File: config.mk
export PLATFORM = sky130hd
export DESIGN_NAME = mwd_dev_flat
export DESIGN_NICKNAME = d
export VERILOG_FILES = /design/src/hdl/mwd_pkg.sv /design/src/hdl/mwd_if.sv /design/src/hdl/mwd_dev.sv /design/src/flat_wrapper.sv
export VERILOG_INCLUDE_DIRS = /design/src /design/src/hdl
export SDC_FILE = /design/constraint.sdc
export NUM_CORES = 1
export LEC_CHECK = 0
export BUFFER_PORTS_ARGS = -buffer_cell sky130_fd_sc_hd__buf_4
export CORE_UTILIZATION = 25
export DETAILED_ROUTE_END_ITERATION = 10
export MAX_ROUTING_LAYER = met4
export PLACE_DENSITY = 0.49
export SLEW_MARGIN = 10
export SYNTH_ARGS = -nofsm -noshare
export SYNTH_HDL_FRONTEND = slang
export SYNTH_SLANG_ARGS = --single-unit
File: constraint.sdc
create_clock -name clk -period 5.8 [get_ports clk]
set_input_delay 1.16 -clock clk [delete_from_list [all_inputs] [get_ports clk]]
set_output_delay 1.16 -clock clk [all_outputs]
set_load 0.05 [all_outputs]
File: src/hdl/mwd_cfg.svh
// Offsets, field positions, reset values and timing counts of the mode and watchdog link
`ifndef MWD_CFG_SVH
`define MWD_CFG_SVH

// ----------------------------------------------------------------
// Frame layout
// ----------------------------------------------------------------
`define MWD_FRAME_BITS    5'd16
`define MWD_ADDR_MODE     2'h0
`define MWD_F_ADDR        15:14
`define MWD_B_PAGE        13
`define MWD_B_RDONLY      12
`define MWD_F_PERIOD      11:6
`define MWD_F_STATE       5:3
`define MWD_B_RELAX       2
`define MWD_B_EN          1
`define MWD_B_RSV         0

// ----------------------------------------------------------------
// Reset-cause codes and reset values
// ----------------------------------------------------------------
`define MWD_CAUSE_POR       4'h0
`define MWD_CAUSE_FLASH_OUT 4'h5
`define MWD_CAUSE_FLASH_RDY 4'h6
`define MWD_CAUSE_WDOG      4'hB
`define MWD_SEQ_RST       2'h0

// ----------------------------------------------------------------
// Period codes and period tables in ms, entry 0 in the low bits, 0 means off
// ----------------------------------------------------------------
`define MWD_PERIOD_CODES {6'h36, 6'h35, 6'h33, 6'h2D, 6'h24, 6'h1B, 6'h14, 6'h12, 6'h0C, 6'h09}
`define MWD_TAB_NORM  {16'h0050, 16'h0048, 16'h0040, 16'h0038, 16'h0030, \
                       16'h0028, 16'h0020, 16'h0010, 16'h0008, 16'h0004}
`define MWD_TAB_STBY  {16'h0000, 16'h1000, 16'h0800, 16'h0400, 16'h0280, \
                       16'h0140, 16'h00A0, 16'h0050, 16'h0028, 16'h0014}
`define MWD_TAB_FLASH {16'h2000, 16'h1000, 16'h0800, 16'h0400, 16'h0280, \
                       16'h0140, 16'h00A0, 16'h0050, 16'h0028, 16'h0014}
`define MWD_TAB_SLEEP {16'h0000, 16'h2000, 16'h1800, 16'h1000, 16'h0C00, \
                       16'h0800, 16'h0400, 16'h0280, 16'h0140, 16'h00A0}

// ----------------------------------------------------------------
// Timing
// ----------------------------------------------------------------
`define MWD_CLK_NS        20
`define MWD_MS_NS         1000000
`define MWD_INIT_MS       256
`define MWD_RST_HOLD_MS   2
`define MWD_SCK_PERIOD_NS 320

`endif

File: src/hdl/mwd_pkg.sv
// Types shared by both ends of the mode and watchdog link
package mwd_pkg;

   typedef enum logic [4:0] {
      ST_STARTUP = 5'b00001,
      ST_NORMAL  = 5'b00010,
      ST_STANDBY = 5'b00100,
      ST_SLEEP   = 5'b01000,
      ST_FLASH   = 5'b10000
   } mwd_state_t;

   typedef enum logic [2:0] {
      REQ_UNDEF      = 3'h0,
      REQ_NORMAL     = 3'h1,
      REQ_STANDBY    = 3'h2,
      REQ_INIT_FLASH = 3'h3,
      REQ_SLEEP      = 3'h4,
      REQ_INIT_NORM  = 3'h5,
      REQ_LEAVE_FLSH = 3'h6,
      REQ_FLASH      = 3'h7
   } mwd_req_t;

   typedef enum logic [4:0] {
      HS_IDLE  = 5'b00001,
      HS_SETUP = 5'b00010,
      HS_HIGH  = 5'b00100,
      HS_LOW   = 5'b01000,
      HS_TAIL  = 5'b10000
   } mwd_hstate_t;

endpackage

File: src/hdl/mwd_if.sv
// Serial link between the controller end and the device end
`timescale 1ns/1ps
interface mwd_if;
   logic csn_b;
   logic sck;
   logic sdi;
   logic sdo;
   logic sdo_oe;
   wire  sdo_line;

   // Undriven data line reads low
   assign sdo_line = sdo_oe & sdo;

   modport dev  (input csn_b, input sck, input sdi, output sdo, output sdo_oe);
   modport host (output csn_b, output sck, output sdi, input sdo_line);
endinterface

File: src/hdl/mwd_dev.sv
// Device end: mode and watchdog register decode, watchdog timer and reset source
// What this block does
// - Controller serves watchdog by repeated mode writes
// - Accepted write loads period, restarts watchdog
// - Mode register writable in every operating mode
// - First write due before initial deadline
// - Illegal period or mode: discard, force reset
// - Bit 13 picks diagnosis or status read-back
// - Bit 12 set means read only
// - Bits 5..3 request operating mode
// - Bit 2 enables software development mode
// - Bit 1 drives global enable pin
// - Controller writes reserved bit 0 as zero
// - Flash only via normal-flash-normal-flash writes
// - Last flash-entry write forces reset, start-up
// - Reset cause confirms completed flash entry
// - Init-flash within initial deadline enters flash
// - Prescaler 00 periods per mode table
// - Prescaler 01 periods are 1.5 times
// - Prescaler 10 periods are 2.5 times; top code turns off in standby and sleep only
// - Two leading bits select register, 00 here
// - Exactly sixteen clocks per frame, else ignored
// - Cause 0110 means ready for flash
`include "mwd_cfg.svh"
`timescale 1ns/1ps
module mwd_dev import mwd_pkg::*; #(
   parameter int TICK_CYC = `MWD_MS_NS / `MWD_CLK_NS,
   parameter int INIT_MS  = `MWD_INIT_MS,
   parameter int RST_MS   = `MWD_RST_HOLD_MS
) (
   // Clock and reset
   input  wire logic       clk,
   input  wire logic       rst_b,
   // Serial link
   mwd_if.dev              link,
   // Straps and read-back sources
   input  wire logic [1:0]  watchdog_prescale_sel,
   input  wire logic [11:0] diag_info,
   // Device outputs
   output logic            system_reset_out_n,
   output logic            global_enable,
   output logic            debug_relax_mode,
   output logic [3:0]      reset_cause_code,
   output mwd_state_t      op_state
);

   localparam logic [59:0]  CODE_LIST = `MWD_PERIOD_CODES;
   localparam logic [159:0] TAB_NORM  = `MWD_TAB_NORM;
   localparam logic [159:0] TAB_STBY  = `MWD_TAB_STBY;
   localparam logic [159:0] TAB_FLASH = `MWD_TAB_FLASH;
   localparam logic [159:0] TAB_SLEEP = `MWD_TAB_SLEEP;

   // ----------------------------------------------------------------
   // Pin synchronisers and edge detection
   // ----------------------------------------------------------------
   logic [2:0] sync1_q;
   logic [2:0] sync2_q;
   logic       csn_prev_q;
   logic       sck_prev_q;

   always_ff @(posedge clk) begin
      if (!rst_b) begin
         // Idle pin levels, so no false edge follows reset
         sync1_q    <= 3'h1;
         sync2_q    <= 3'h1;
         csn_prev_q <= 1'b1;
         sck_prev_q <= 1'b0;
      end else begin
         sync1_q    <= {link.sdi, link.sck, link.csn_b};
         sync2_q    <= sync1_q;
         csn_prev_q <= sync2_q[0];
         sck_prev_q <= sync2_q[1];
      end
   end

   wire csn_s    = sync2_q[0];
   wire sdi_s    = sync2_q[2];
   wire csn_fall = csn_prev_q & ~csn_s;
   wire csn_rise = ~csn_prev_q & csn_s;
   wire sck_fall = sck_prev_q & ~sync2_q[1] & ~csn_s;

   // ----------------------------------------------------------------
   // Frame shifter, bit counter and read-back word
   // ----------------------------------------------------------------
   logic [15:0] rx_q;
   logic [15:0] word_q;
   logic [4:0]  nfall_q;
   logic        sdo_q;
   logic [11:0] status_word;
   logic        flash_rdy_q;

   assign status_word = {reset_cause_code, op_state, flash_rdy_q, debug_relax_mode, global_enable};

   always_ff @(posedge clk) begin
      if (!rst_b || csn_fall) begin
         nfall_q <= 5'h00;
         word_q  <= 16'h0000;
      end else if (sck_fall) begin
         rx_q    <= {rx_q[14:0], sdi_s};
         if (nfall_q != 5'h11)
            nfall_q <= nfall_q + 5'h01;                        // Saturates past a 16-clock frame
         if (nfall_q == 5'h02)
            word_q[11:0] <= sdi_s ? diag_info : status_word;
      end
   end

   // Data changes after each sampling edge, so it is stable across the next rising edge
   wire [3:0] out_idx = 4'hF - nfall_q[3:0];
   always_ff @(posedge clk) begin
      if (!rst_b)
         sdo_q <= 1'b0;
      else
         sdo_q <= word_q[out_idx];
   end
   assign link.sdo    = sdo_q;
   assign link.sdo_oe = ~csn_s;

   // ----------------------------------------------------------------
   // Write decode and period lookup
   // ----------------------------------------------------------------
   wire        frame_ok  = csn_rise & (nfall_q == `MWD_FRAME_BITS);
   wire        hit_mode  = frame_ok & (rx_q[`MWD_F_ADDR] == `MWD_ADDR_MODE);
   wire        wr_en     = hit_mode & ~rx_q[`MWD_B_RDONLY];
   wire [5:0]  per_code  = rx_q[`MWD_F_PERIOD];
   wire [2:0]  req       = rx_q[`MWD_F_STATE];

   logic       code_hit;
   logic [3:0] code_idx;
   always_comb begin
      code_hit = 1'b0;
      code_idx = 4'h0;
      for (int i = 0; i < 10; i++) begin
         if (CODE_LIST[i*6 +: 6] == per_code) begin
            code_hit = 1'b1;
            code_idx = i[3:0];
         end
      end
   end

   wire legal = code_hit & (req != REQ_UNDEF);

   logic [15:0] base_ms;
   always_comb begin
      case (req)
         REQ_STANDBY:                base_ms = TAB_STBY[code_idx*16 +: 16];
         REQ_SLEEP:                  base_ms = TAB_SLEEP[code_idx*16 +: 16];
         REQ_FLASH, REQ_INIT_FLASH:  base_ms = TAB_FLASH[code_idx*16 +: 16];
         default:                    base_ms = TAB_NORM[code_idx*16 +: 16];
      endcase
   end

   // Prescaler 11 is not decoded and falls back to the unscaled table
   logic [15:0] period_ms;
   always_comb begin
      case (watchdog_prescale_sel)
         2'h1:    period_ms = base_ms + {1'b0, base_ms[15:1]};
         2'h2:    period_ms = {base_ms[14:0], 1'b0} + {1'b0, base_ms[15:1]};
         default: period_ms = base_ms;
      endcase
   end

   // ----------------------------------------------------------------
   // Mode requests and flash-entry sequence
   // ----------------------------------------------------------------
   logic [1:0]  seq_q;
   logic [1:0]  seq_d;
   mwd_state_t  state_d;
   logic        force_rst;
   logic [3:0]  force_cause;
   logic        wd_expire;
   logic        rst_act_q;

   always_comb begin
      seq_d       = seq_q;
      state_d     = op_state;
      force_rst   = 1'b0;
      force_cause = `MWD_CAUSE_POR;
      if (wd_expire && !debug_relax_mode) begin
         force_rst   = 1'b1;
         force_cause = `MWD_CAUSE_WDOG;
      end else if (wr_en && !legal) begin
         force_rst = 1'b1;
      end else if (wr_en) begin
         seq_d = `MWD_SEQ_RST;
         case (req)
            REQ_NORMAL: begin
               state_d = ST_NORMAL;
               seq_d   = (seq_q == 2'h2) ? 2'h3 : 2'h1;
            end
            REQ_INIT_NORM:
               state_d = ST_NORMAL;
            REQ_STANDBY:
               state_d = ST_STANDBY;
            REQ_SLEEP:
               state_d = ST_SLEEP;
            REQ_INIT_FLASH: begin
               if (flash_rdy_q)
                  state_d = ST_FLASH;
               else
                  force_rst = 1'b1;
            end
            REQ_FLASH: begin
               if (seq_q == 2'h1) begin
                  seq_d = 2'h2;
               end else if (seq_q == 2'h3) begin
                  force_rst   = 1'b1;
                  force_cause = `MWD_CAUSE_FLASH_RDY;
               end else begin
                  force_rst = 1'b1;
               end
            end
            REQ_LEAVE_FLSH: begin
               force_rst   = 1'b1;
               force_cause = (op_state == ST_FLASH) ? `MWD_CAUSE_FLASH_OUT : `MWD_CAUSE_POR;
            end
            default:
               force_rst = 1'b1;
         endcase
      end
   end

   wire accept = wr_en & ~force_rst;

   always_ff @(posedge clk) begin
      if (!rst_b || force_rst) begin
         op_state         <= ST_STARTUP;
         seq_q            <= `MWD_SEQ_RST;
         global_enable    <= 1'b0;
         debug_relax_mode <= 1'b0;
      end else if (accept) begin
         op_state         <= state_d;
         seq_q            <= seq_d;
         global_enable    <= rx_q[`MWD_B_EN];
         debug_relax_mode <= rx_q[`MWD_B_RELAX];
      end
   end

   always_ff @(posedge clk) begin
      if (!rst_b) begin
         reset_cause_code <= `MWD_CAUSE_POR;
         flash_rdy_q      <= 1'b0;
      end else if (force_rst) begin
         reset_cause_code <= force_cause;
         flash_rdy_q      <= (force_cause == `MWD_CAUSE_FLASH_RDY);
      end else if (accept) begin
         flash_rdy_q      <= 1'b0;
      end
   end

   // ----------------------------------------------------------------
   // Millisecond tick, reset pulse and watchdog timer
   // ----------------------------------------------------------------
   logic [31:0] tick_q;
   wire         tick = (tick_q == 32'(TICK_CYC - 1));

   always_ff @(posedge clk) begin
      // Restarts on a service write, so no partial first tick shortens the period
      if (!rst_b || tick || accept)
         tick_q <= 32'h0000_0000;
      else
         tick_q <= tick_q + 32'h0000_0001;
   end

   logic [15:0] rst_cnt_q;
   always_ff @(posedge clk) begin
      if (!rst_b) begin
         rst_act_q <= 1'b0;
         rst_cnt_q <= 16'h0000;
      end else if (force_rst) begin
         rst_act_q <= 1'b1;
         rst_cnt_q <= 16'(RST_MS);
      end else if (rst_act_q && tick) begin
         rst_cnt_q <= rst_cnt_q - 16'h0001;
         if (rst_cnt_q == 16'h0001)
            rst_act_q <= 1'b0;
      end
   end
   assign system_reset_out_n = ~rst_act_q;

   // Timer restarts from the service write; a zero period means the watchdog is off
   logic [15:0] wd_cnt_q;
   logic [15:0] period_q;
   logic        wd_on_q;
   logic        wd_arm_q;
   assign wd_expire = wd_on_q & tick & (wd_cnt_q == 16'h0001) & ~rst_act_q;

   always_ff @(posedge clk) begin
      if (!rst_b || force_rst) begin
         wd_on_q  <= 1'b0;
         wd_arm_q <= 1'b1;
         wd_cnt_q <= 16'h0000;
         period_q <= 16'h0000;
      end else if (accept) begin
         wd_on_q  <= (period_ms != 16'h0000);
         wd_arm_q <= 1'b0;
         wd_cnt_q <= period_ms;
         period_q <= period_ms;
      end else if (rst_act_q) begin
         wd_cnt_q <= 16'h0000;
      end else if (wd_arm_q) begin
         wd_on_q  <= 1'b1;
         wd_arm_q <= 1'b0;
         wd_cnt_q <= 16'(INIT_MS);
         period_q <= 16'(INIT_MS);
      end else if (wd_on_q && tick) begin
         wd_cnt_q <= (wd_cnt_q == 16'h0001) ? period_q : wd_cnt_q - 16'h0001;
      end
   end

endmodule

File: src/flat_wrapper.sv
// flat-port wrapper written by rule: the top's interface ports become plain ports
module mwd_dev_flat import mwd_pkg::*;
#(
   parameter int TICK_CYC = `MWD_MS_NS / `MWD_CLK_NS,
   parameter int INIT_MS  = `MWD_INIT_MS,
   parameter int RST_MS   = `MWD_RST_HOLD_MS
)
  (clk, rst_b, watchdog_prescale_sel, diag_info, system_reset_out_n, global_enable, debug_relax_mode, reset_cause_code, op_state, link_csn_b, link_sck, link_sdi, link_sdo, link_sdo_oe);
  mwd_if link_i ();
  input  wire logic clk;
  input  wire logic rst_b;
  input  wire logic [1:0] watchdog_prescale_sel;
  input  wire logic [11:0] diag_info;
  output logic system_reset_out_n;
  output logic global_enable;
  output logic debug_relax_mode;
  output logic [3:0] reset_cause_code;
  output mwd_state_t op_state;
  input wire logic [$bits(link_i.csn_b)-1:0] link_csn_b;
  input wire logic [$bits(link_i.sck)-1:0] link_sck;
  input wire logic [$bits(link_i.sdi)-1:0] link_sdi;
  output wire logic [$bits(link_i.sdo)-1:0] link_sdo;
  output wire logic [$bits(link_i.sdo_oe)-1:0] link_sdo_oe;
  assign link_i.csn_b = link_csn_b;
  assign link_i.sck = link_sck;
  assign link_i.sdi = link_sdi;
  assign link_sdo = link_i.sdo;
  assign link_sdo_oe = link_i.sdo_oe;
  mwd_dev #(.TICK_CYC(TICK_CYC), .INIT_MS(INIT_MS), .RST_MS(RST_MS)) u_core (.clk(clk), .rst_b(rst_b), .link(link_i), .watchdog_prescale_sel(watchdog_prescale_sel), .diag_info(diag_info), .system_reset_out_n(system_reset_out_n), .global_enable(global_enable), .debug_relax_mode(debug_relax_mode), .reset_cause_code(reset_cause_code), .op_state(op_state));
endmodule
# Word-level counts from Yosys, hierarchy flattened
# Cells that the tools add are included.
# op_classes
addsub,7
magnitude_cmp,1
n_eq_ne,32
shifts,4
muxes,62
bitwise,22
reduce_logical,31
# op_table
operator,count
indexed part select 160 x 9 -> 16 bit (first input constant),4
2-to-1 mux 16 bit,8
case mux 16 bit (3 select lines),1
adder 16 x 15 -> 16 bit,2
adder 32 x 1 -> 32 bit (second input constant),1
equality test 16 x 1 -> 1 bit (second input constant),2
equality test 32 x 16 -> 1 bit (second input constant),1
case mux 16 bit (2 select lines),1
subtractor 16 x 1 -> 16 bit (second input constant),2
equality test 6 bit (first input constant),5
2-to-1 mux 1 bit,27
2-to-1 mux 4 bit,6
case mux 5 bit (4 select lines),1
equality test 5 x 6 -> 1 bit (first input constant),3
2-to-1 mux 3 bit,6
nonzero test 16 bit,1
AND 1 bit,12
equality test 3 bit (second input constant),4
equality test 4 x 6 -> 1 bit (first input constant),2
2-to-1 mux 12 bit,1
2-to-1 mux 2 bit,6
equality test 5 bit (second input constant),2
NOT 1 bit,10
AND reduction 2 bit,5
28 further kinds,46
# totals
ff_bits,139
inputBits,19
out_inout_bits,14
word_cells,181

# Longest topological paths before layout
# depth
word_depth,20
ltp_mapped,19
mapped_depth_nobuf,17

# Least setup slack after synthesis
# No wires, ideal clock.
# synth_path
path_kind,flip-flop to flip-flop
from,register u_core.rx_q[7]
to,register u_core.wd_on_q
setup_ps,133
arrival_time_ps,4511
required_time_ps,5667
path_slack_ps,1156
stages_incl_launch_ff,18
n_path_buf,1
synth_period_minus_slack_ps,4644
cell_sequence,edfxtp_1 or4b_4 o22ai_2 or2_1 buf_2 o31ai_1 nor3_1 inv_1 fa_1 nor2b_1 o211ai_1 a211oi_1 xnor2_1 a221o_1 o21a_1 or4b_1 nor4_2 a211oi_1
# synth_between
elab_chain_len,20
elab_cells_between_ends,50
cone_classes,2 x add/sub; 11 x eq/ne; 4 x shift; 24 x mux; 3 x bitwise; 6 x reduce/logical
# synth_rtl
item,line_no,rtl
from (decl),mwd_dev.sv:85,logic [15:0] rx_q;
from (signal assigned),mwd_dev.sv:99,"rx_q <= {rx_q[14:0], sdi_s};"
"parallel branches: the longest is 20 deep, another holds indexed part select 160 x 9 -> 16 bit",n/a,
to (signal assigned),mwd_dev.sv:294,wd_on_q <= (period_ms != 16'h0000);
to (decl),mwd_dev.sv:283,logic wd_on_q;
# Several ways; the timed one is not identified.
# A chain may end at the register's enable or synchronous reset.

# Final worst setup path
# Ends and elaborated chain as after synthesis.

==> flow_summary.yaml <==
status:
  status: "completed"
job:
  cap_violations: 0
clock_network:
  cts_hold_buf: 0
  clock_path_buffers: 2
  post_cts_buffers: 0
  cts.sinks: 138
  cts_inserted_buffers: 17
  cts_tree: "built"
  ctsHtreeMaxLevel: 4
  clkLatencyLatePin_ns: 0.42
  path_clk_slew_ns: 0.06
  cts-root-buf: "clkbuf_16"
  cts_resized: 0
floorplan:
  die_area_mm2: 0.03358
  core_region_area_mm2: 0.03196
  io_pins: 33
  rows: 65
  die_h_um: 183.2
  initial_core_util: 0.2569
  die_w_um: 183.2
setup_path:
  worstPathArrival_ns: 5.49
  crit_required_ns: 6.07
  critical_path_class: "reg2reg"
  cp-end-kind: "flop"
  worstSetupStartpointType: "flop"
  crit_fanout: 17
hold_path:
  hold_class: "reg2reg"
grt:
  grt_pass1_wl_mm: 35.51
  grt_pass1_vias: 6726
  grtUsageTotal: 0.1349
  grt_antenna_before_repair: 0
  overflow: 0
  grt_max_degree: 33
yosys:
  yosysSeqAreaShare: 0.3559
  async_reset_ff_frac: 0
  synthTopCellsByArea: "dfxtp_1, nor2_1, edfxtp_1"
  synth_warnings: 0
  synth_flop_cell: "dfxtp_1"
  synth_edf_count: 16
  avgSynthCellArea_um2: 8.286
  ys_seq_elements: 138
  synth_area_mm2: 0.008212
  ys_types: 82
  yosys.area.top_type_share: 0.2974
  synth_nets: 1046
  synthCells: 991
  yosys.area.top_type: "dfxtp_1"
routing:
  drtAntennaViolNets: 0
  route.vias.total: 7089
  wl_per_cell_um: 14.71
  wirelength_mm: 21.39
  avgViaCountPerCell: 4.876
  drc_errors: 0
  first_iter_violations: 482
  dr.pass1.iters: 5
timing:
  clock_skew_ns: 0.007924
  drv_slew: 0
  hold_viol: 0
  finalCriticalPeriod_ns: 5.226
  fin_crit_sh: 0.9010
  timing.fmax_mhz: 191.4
  setup_tns_ns: 0
  worst_slew_pin_slew_ns: 1.163
  setup_violations: 0
  fin_hold_ws_ns: 0.4149
  rsz0062_at_grt: "false"
  slew_headroom: 0.2236
layout:
  drive_gt1_frac: 0.09912
  area_growth_pct: 15.47
  register_area_mm2: 0.002923
  final_cell_mix: "nor2_1, dfxtp_1, nand2_1, a21oi_1, o21ai_0"
  final_common_cell: "nor2_1"
  fin_nets: 1061
  antennaDiodeCount: 0
  nFillCells: 3368
  multi_input_area_mm2: 0.005012
pwr:
  peakVddDrop_v: 0.0001996
  power.density_mw_per_mm2: 228.0
  leakage_nw: 3.493
placed_design:
  portBuffers: 32
  hpwl_mm: 15.28
  gp_congestion: 0.8376
[synth_stat cells (4+ instances only)]
cell / instances
nor3_1: 17
nand2_1: 94
a22oi_1: 5
nand4_1: 13
and4_1: 8
o41ai_1: 4
buf_1: 4
a211oi_1: 25
and2_1: 8
edfxtp_1: 16
clkbuf_1: 35
nor4_1: 22
o211ai_1: 5
or3_1: 10
xor2_1: 39
o22ai_1: 5
a21o_1: 10
nand2b_1: 14
xnor2_1: 35
dfxtp_1: 122
and3_1: 15
nor4bb_1: 4
o31ai_1: 7
nor2_1: 135
nor2b_1: 4
buf_2: 7
ha_1: 34
a31oi_1: 7
o21ai_0: 47
o21bai_1: 8
mux2i_1: 17
o21a_1: 5
nand3_1: 31
nor4b_1: 5
nand3b_1: 9
inv_1: 26
a21oi_1: 69
nand4b_1: 4
[layer usage]
| layer | global-route usage | wire length [µm] | up-vias |
|---|---|---|---|
| met5 | - | 0 | - |
| li1 | - | - | 3617 |
| met4 | 0.03000 | 193 | 0 |
| met3 | 0.02284 | 541 | 14 |
| met1 | 0.1797 | 10850 | 3340 |
| met2 | 0.2129 | 9812 | 118 |
[flip-flops by register name (all words and copies together), names as in the netlist, 2 cells and up]
name                     cells
u_core.sync1_q               3
u_core.wd_cnt_q             16
u_core.nfall_q               5
u_core.tick_q               32
u_core.op_state              5
u_core.seq_q                 2
u_core.rx_q                 16
u_core.rst_cnt_q            16
u_core.word_q               12
u_core.reset_cause_code      4
u_core.sync2_q               3
u_core.period_q             15
[metrics by stage]
| stage | utilization | total power, mW | instance area [µm²] | instances | worst slack (ns) |
|---|---|---|---|---|---|
| detailed placement | 0.2789 | 1.150 | 8915 | 1422 | 0.5921 |
| CTS | 0.2967 | 2.191 | 9482 | 1454 | 0.5994 |
| finish | 0.2967 | 2.162 | 9482 | 1454 | 0.5740 |
| global placement | 0.2789 | 1.150 | 8915 | 1422 | 0.7462 |
| global route | 0.2967 | 2.253 | 9482 | 1454 | 0.09664 |
| floorplan | - | 1.104 | 8212 | 991 | 1.156 |
[layout make-up]
| class | count | area share |
|---|---|---|
| Clock buffer | 21 | 0.04962 |
| Clock inverter | 11 | 0.01016 |
| Timing Repair Buffer | 45 | 0.03563 |
| Tap cell | 435 | 0.05740 |
| Sequential cell | 138 | 0.3083 |
| Inverter | 26 | 0.01029 |
| Multi-Input combinational cell | 778 | 0.5286 |
[worst max-delay path, stage by stage, from the launching register on]
cell,delay (ns)
edfxtp_1,0.65
nand4bb_1,0.24
o22ai_1,0.18
nor4_1,0.58
nor4b_1,0.71
ha_1,0.32
inv_1,0.07
fa_1,0.40
nor2b_1,0.21
o211ai_1,0.12
a211oi_1,0.28
xnor2_1,0.10
a221o_1,0.34
o21a_1,0.13
or4b_1,0.52
nor4_2,0.15
a211oi_1,0.07
[report_power, final]
group / internal (mW) / switching (mW)
clock network: 0.621 / 0.412
logic: 0.0543 / 0.0839
registers: 0.976 / 0.0143
total: 1.65 / 0.510
[final timing paths]
path / startpoint / to / slack [ns] / depth (start not counted)
setup reg to reg: u_core.rx_q[7]$_DFFE_PP_ / u_core.wd_on_q$_SDFFE_PP0P_ / 0.57 / 16
hold / removal: u_core.sync1_q[0]$_SDFF_PN1_ / u_core.sync2_q[0]$_SDFF_PN1_ / 0.41 / 1
setup / recovery: u_core.rx_q[7]$_DFFE_PP_ / u_core.wd_on_q$_SDFFE_PP0P_ / 0.57 / 16
hold reg to reg: u_core.sync1_q[0]$_SDFF_PN1_ / u_core.sync2_q[0]$_SDFF_PN1_ / 0.41 / 1
[logic make-up (layout without fill, tap and decap cells)]
| group | after synthesis | in the layout | synth area share |
|---|---|---|---|
| compound gates | 229 | 229 | 0.1813 |
| buf+inv | 75 | 103 | 0.03672 |
| xor+xnor | 74 | 74 | 0.07893 |
| fa+ha+maj | 36 | 36 | 0.05668 |
| simple gates | 418 | 418 | 0.2601 |
| mux | 21 | 21 | 0.03032 |
| flops | 138 | 138 | 0.3559 |
Note: power is estimated with default switching activity, not from simulation.
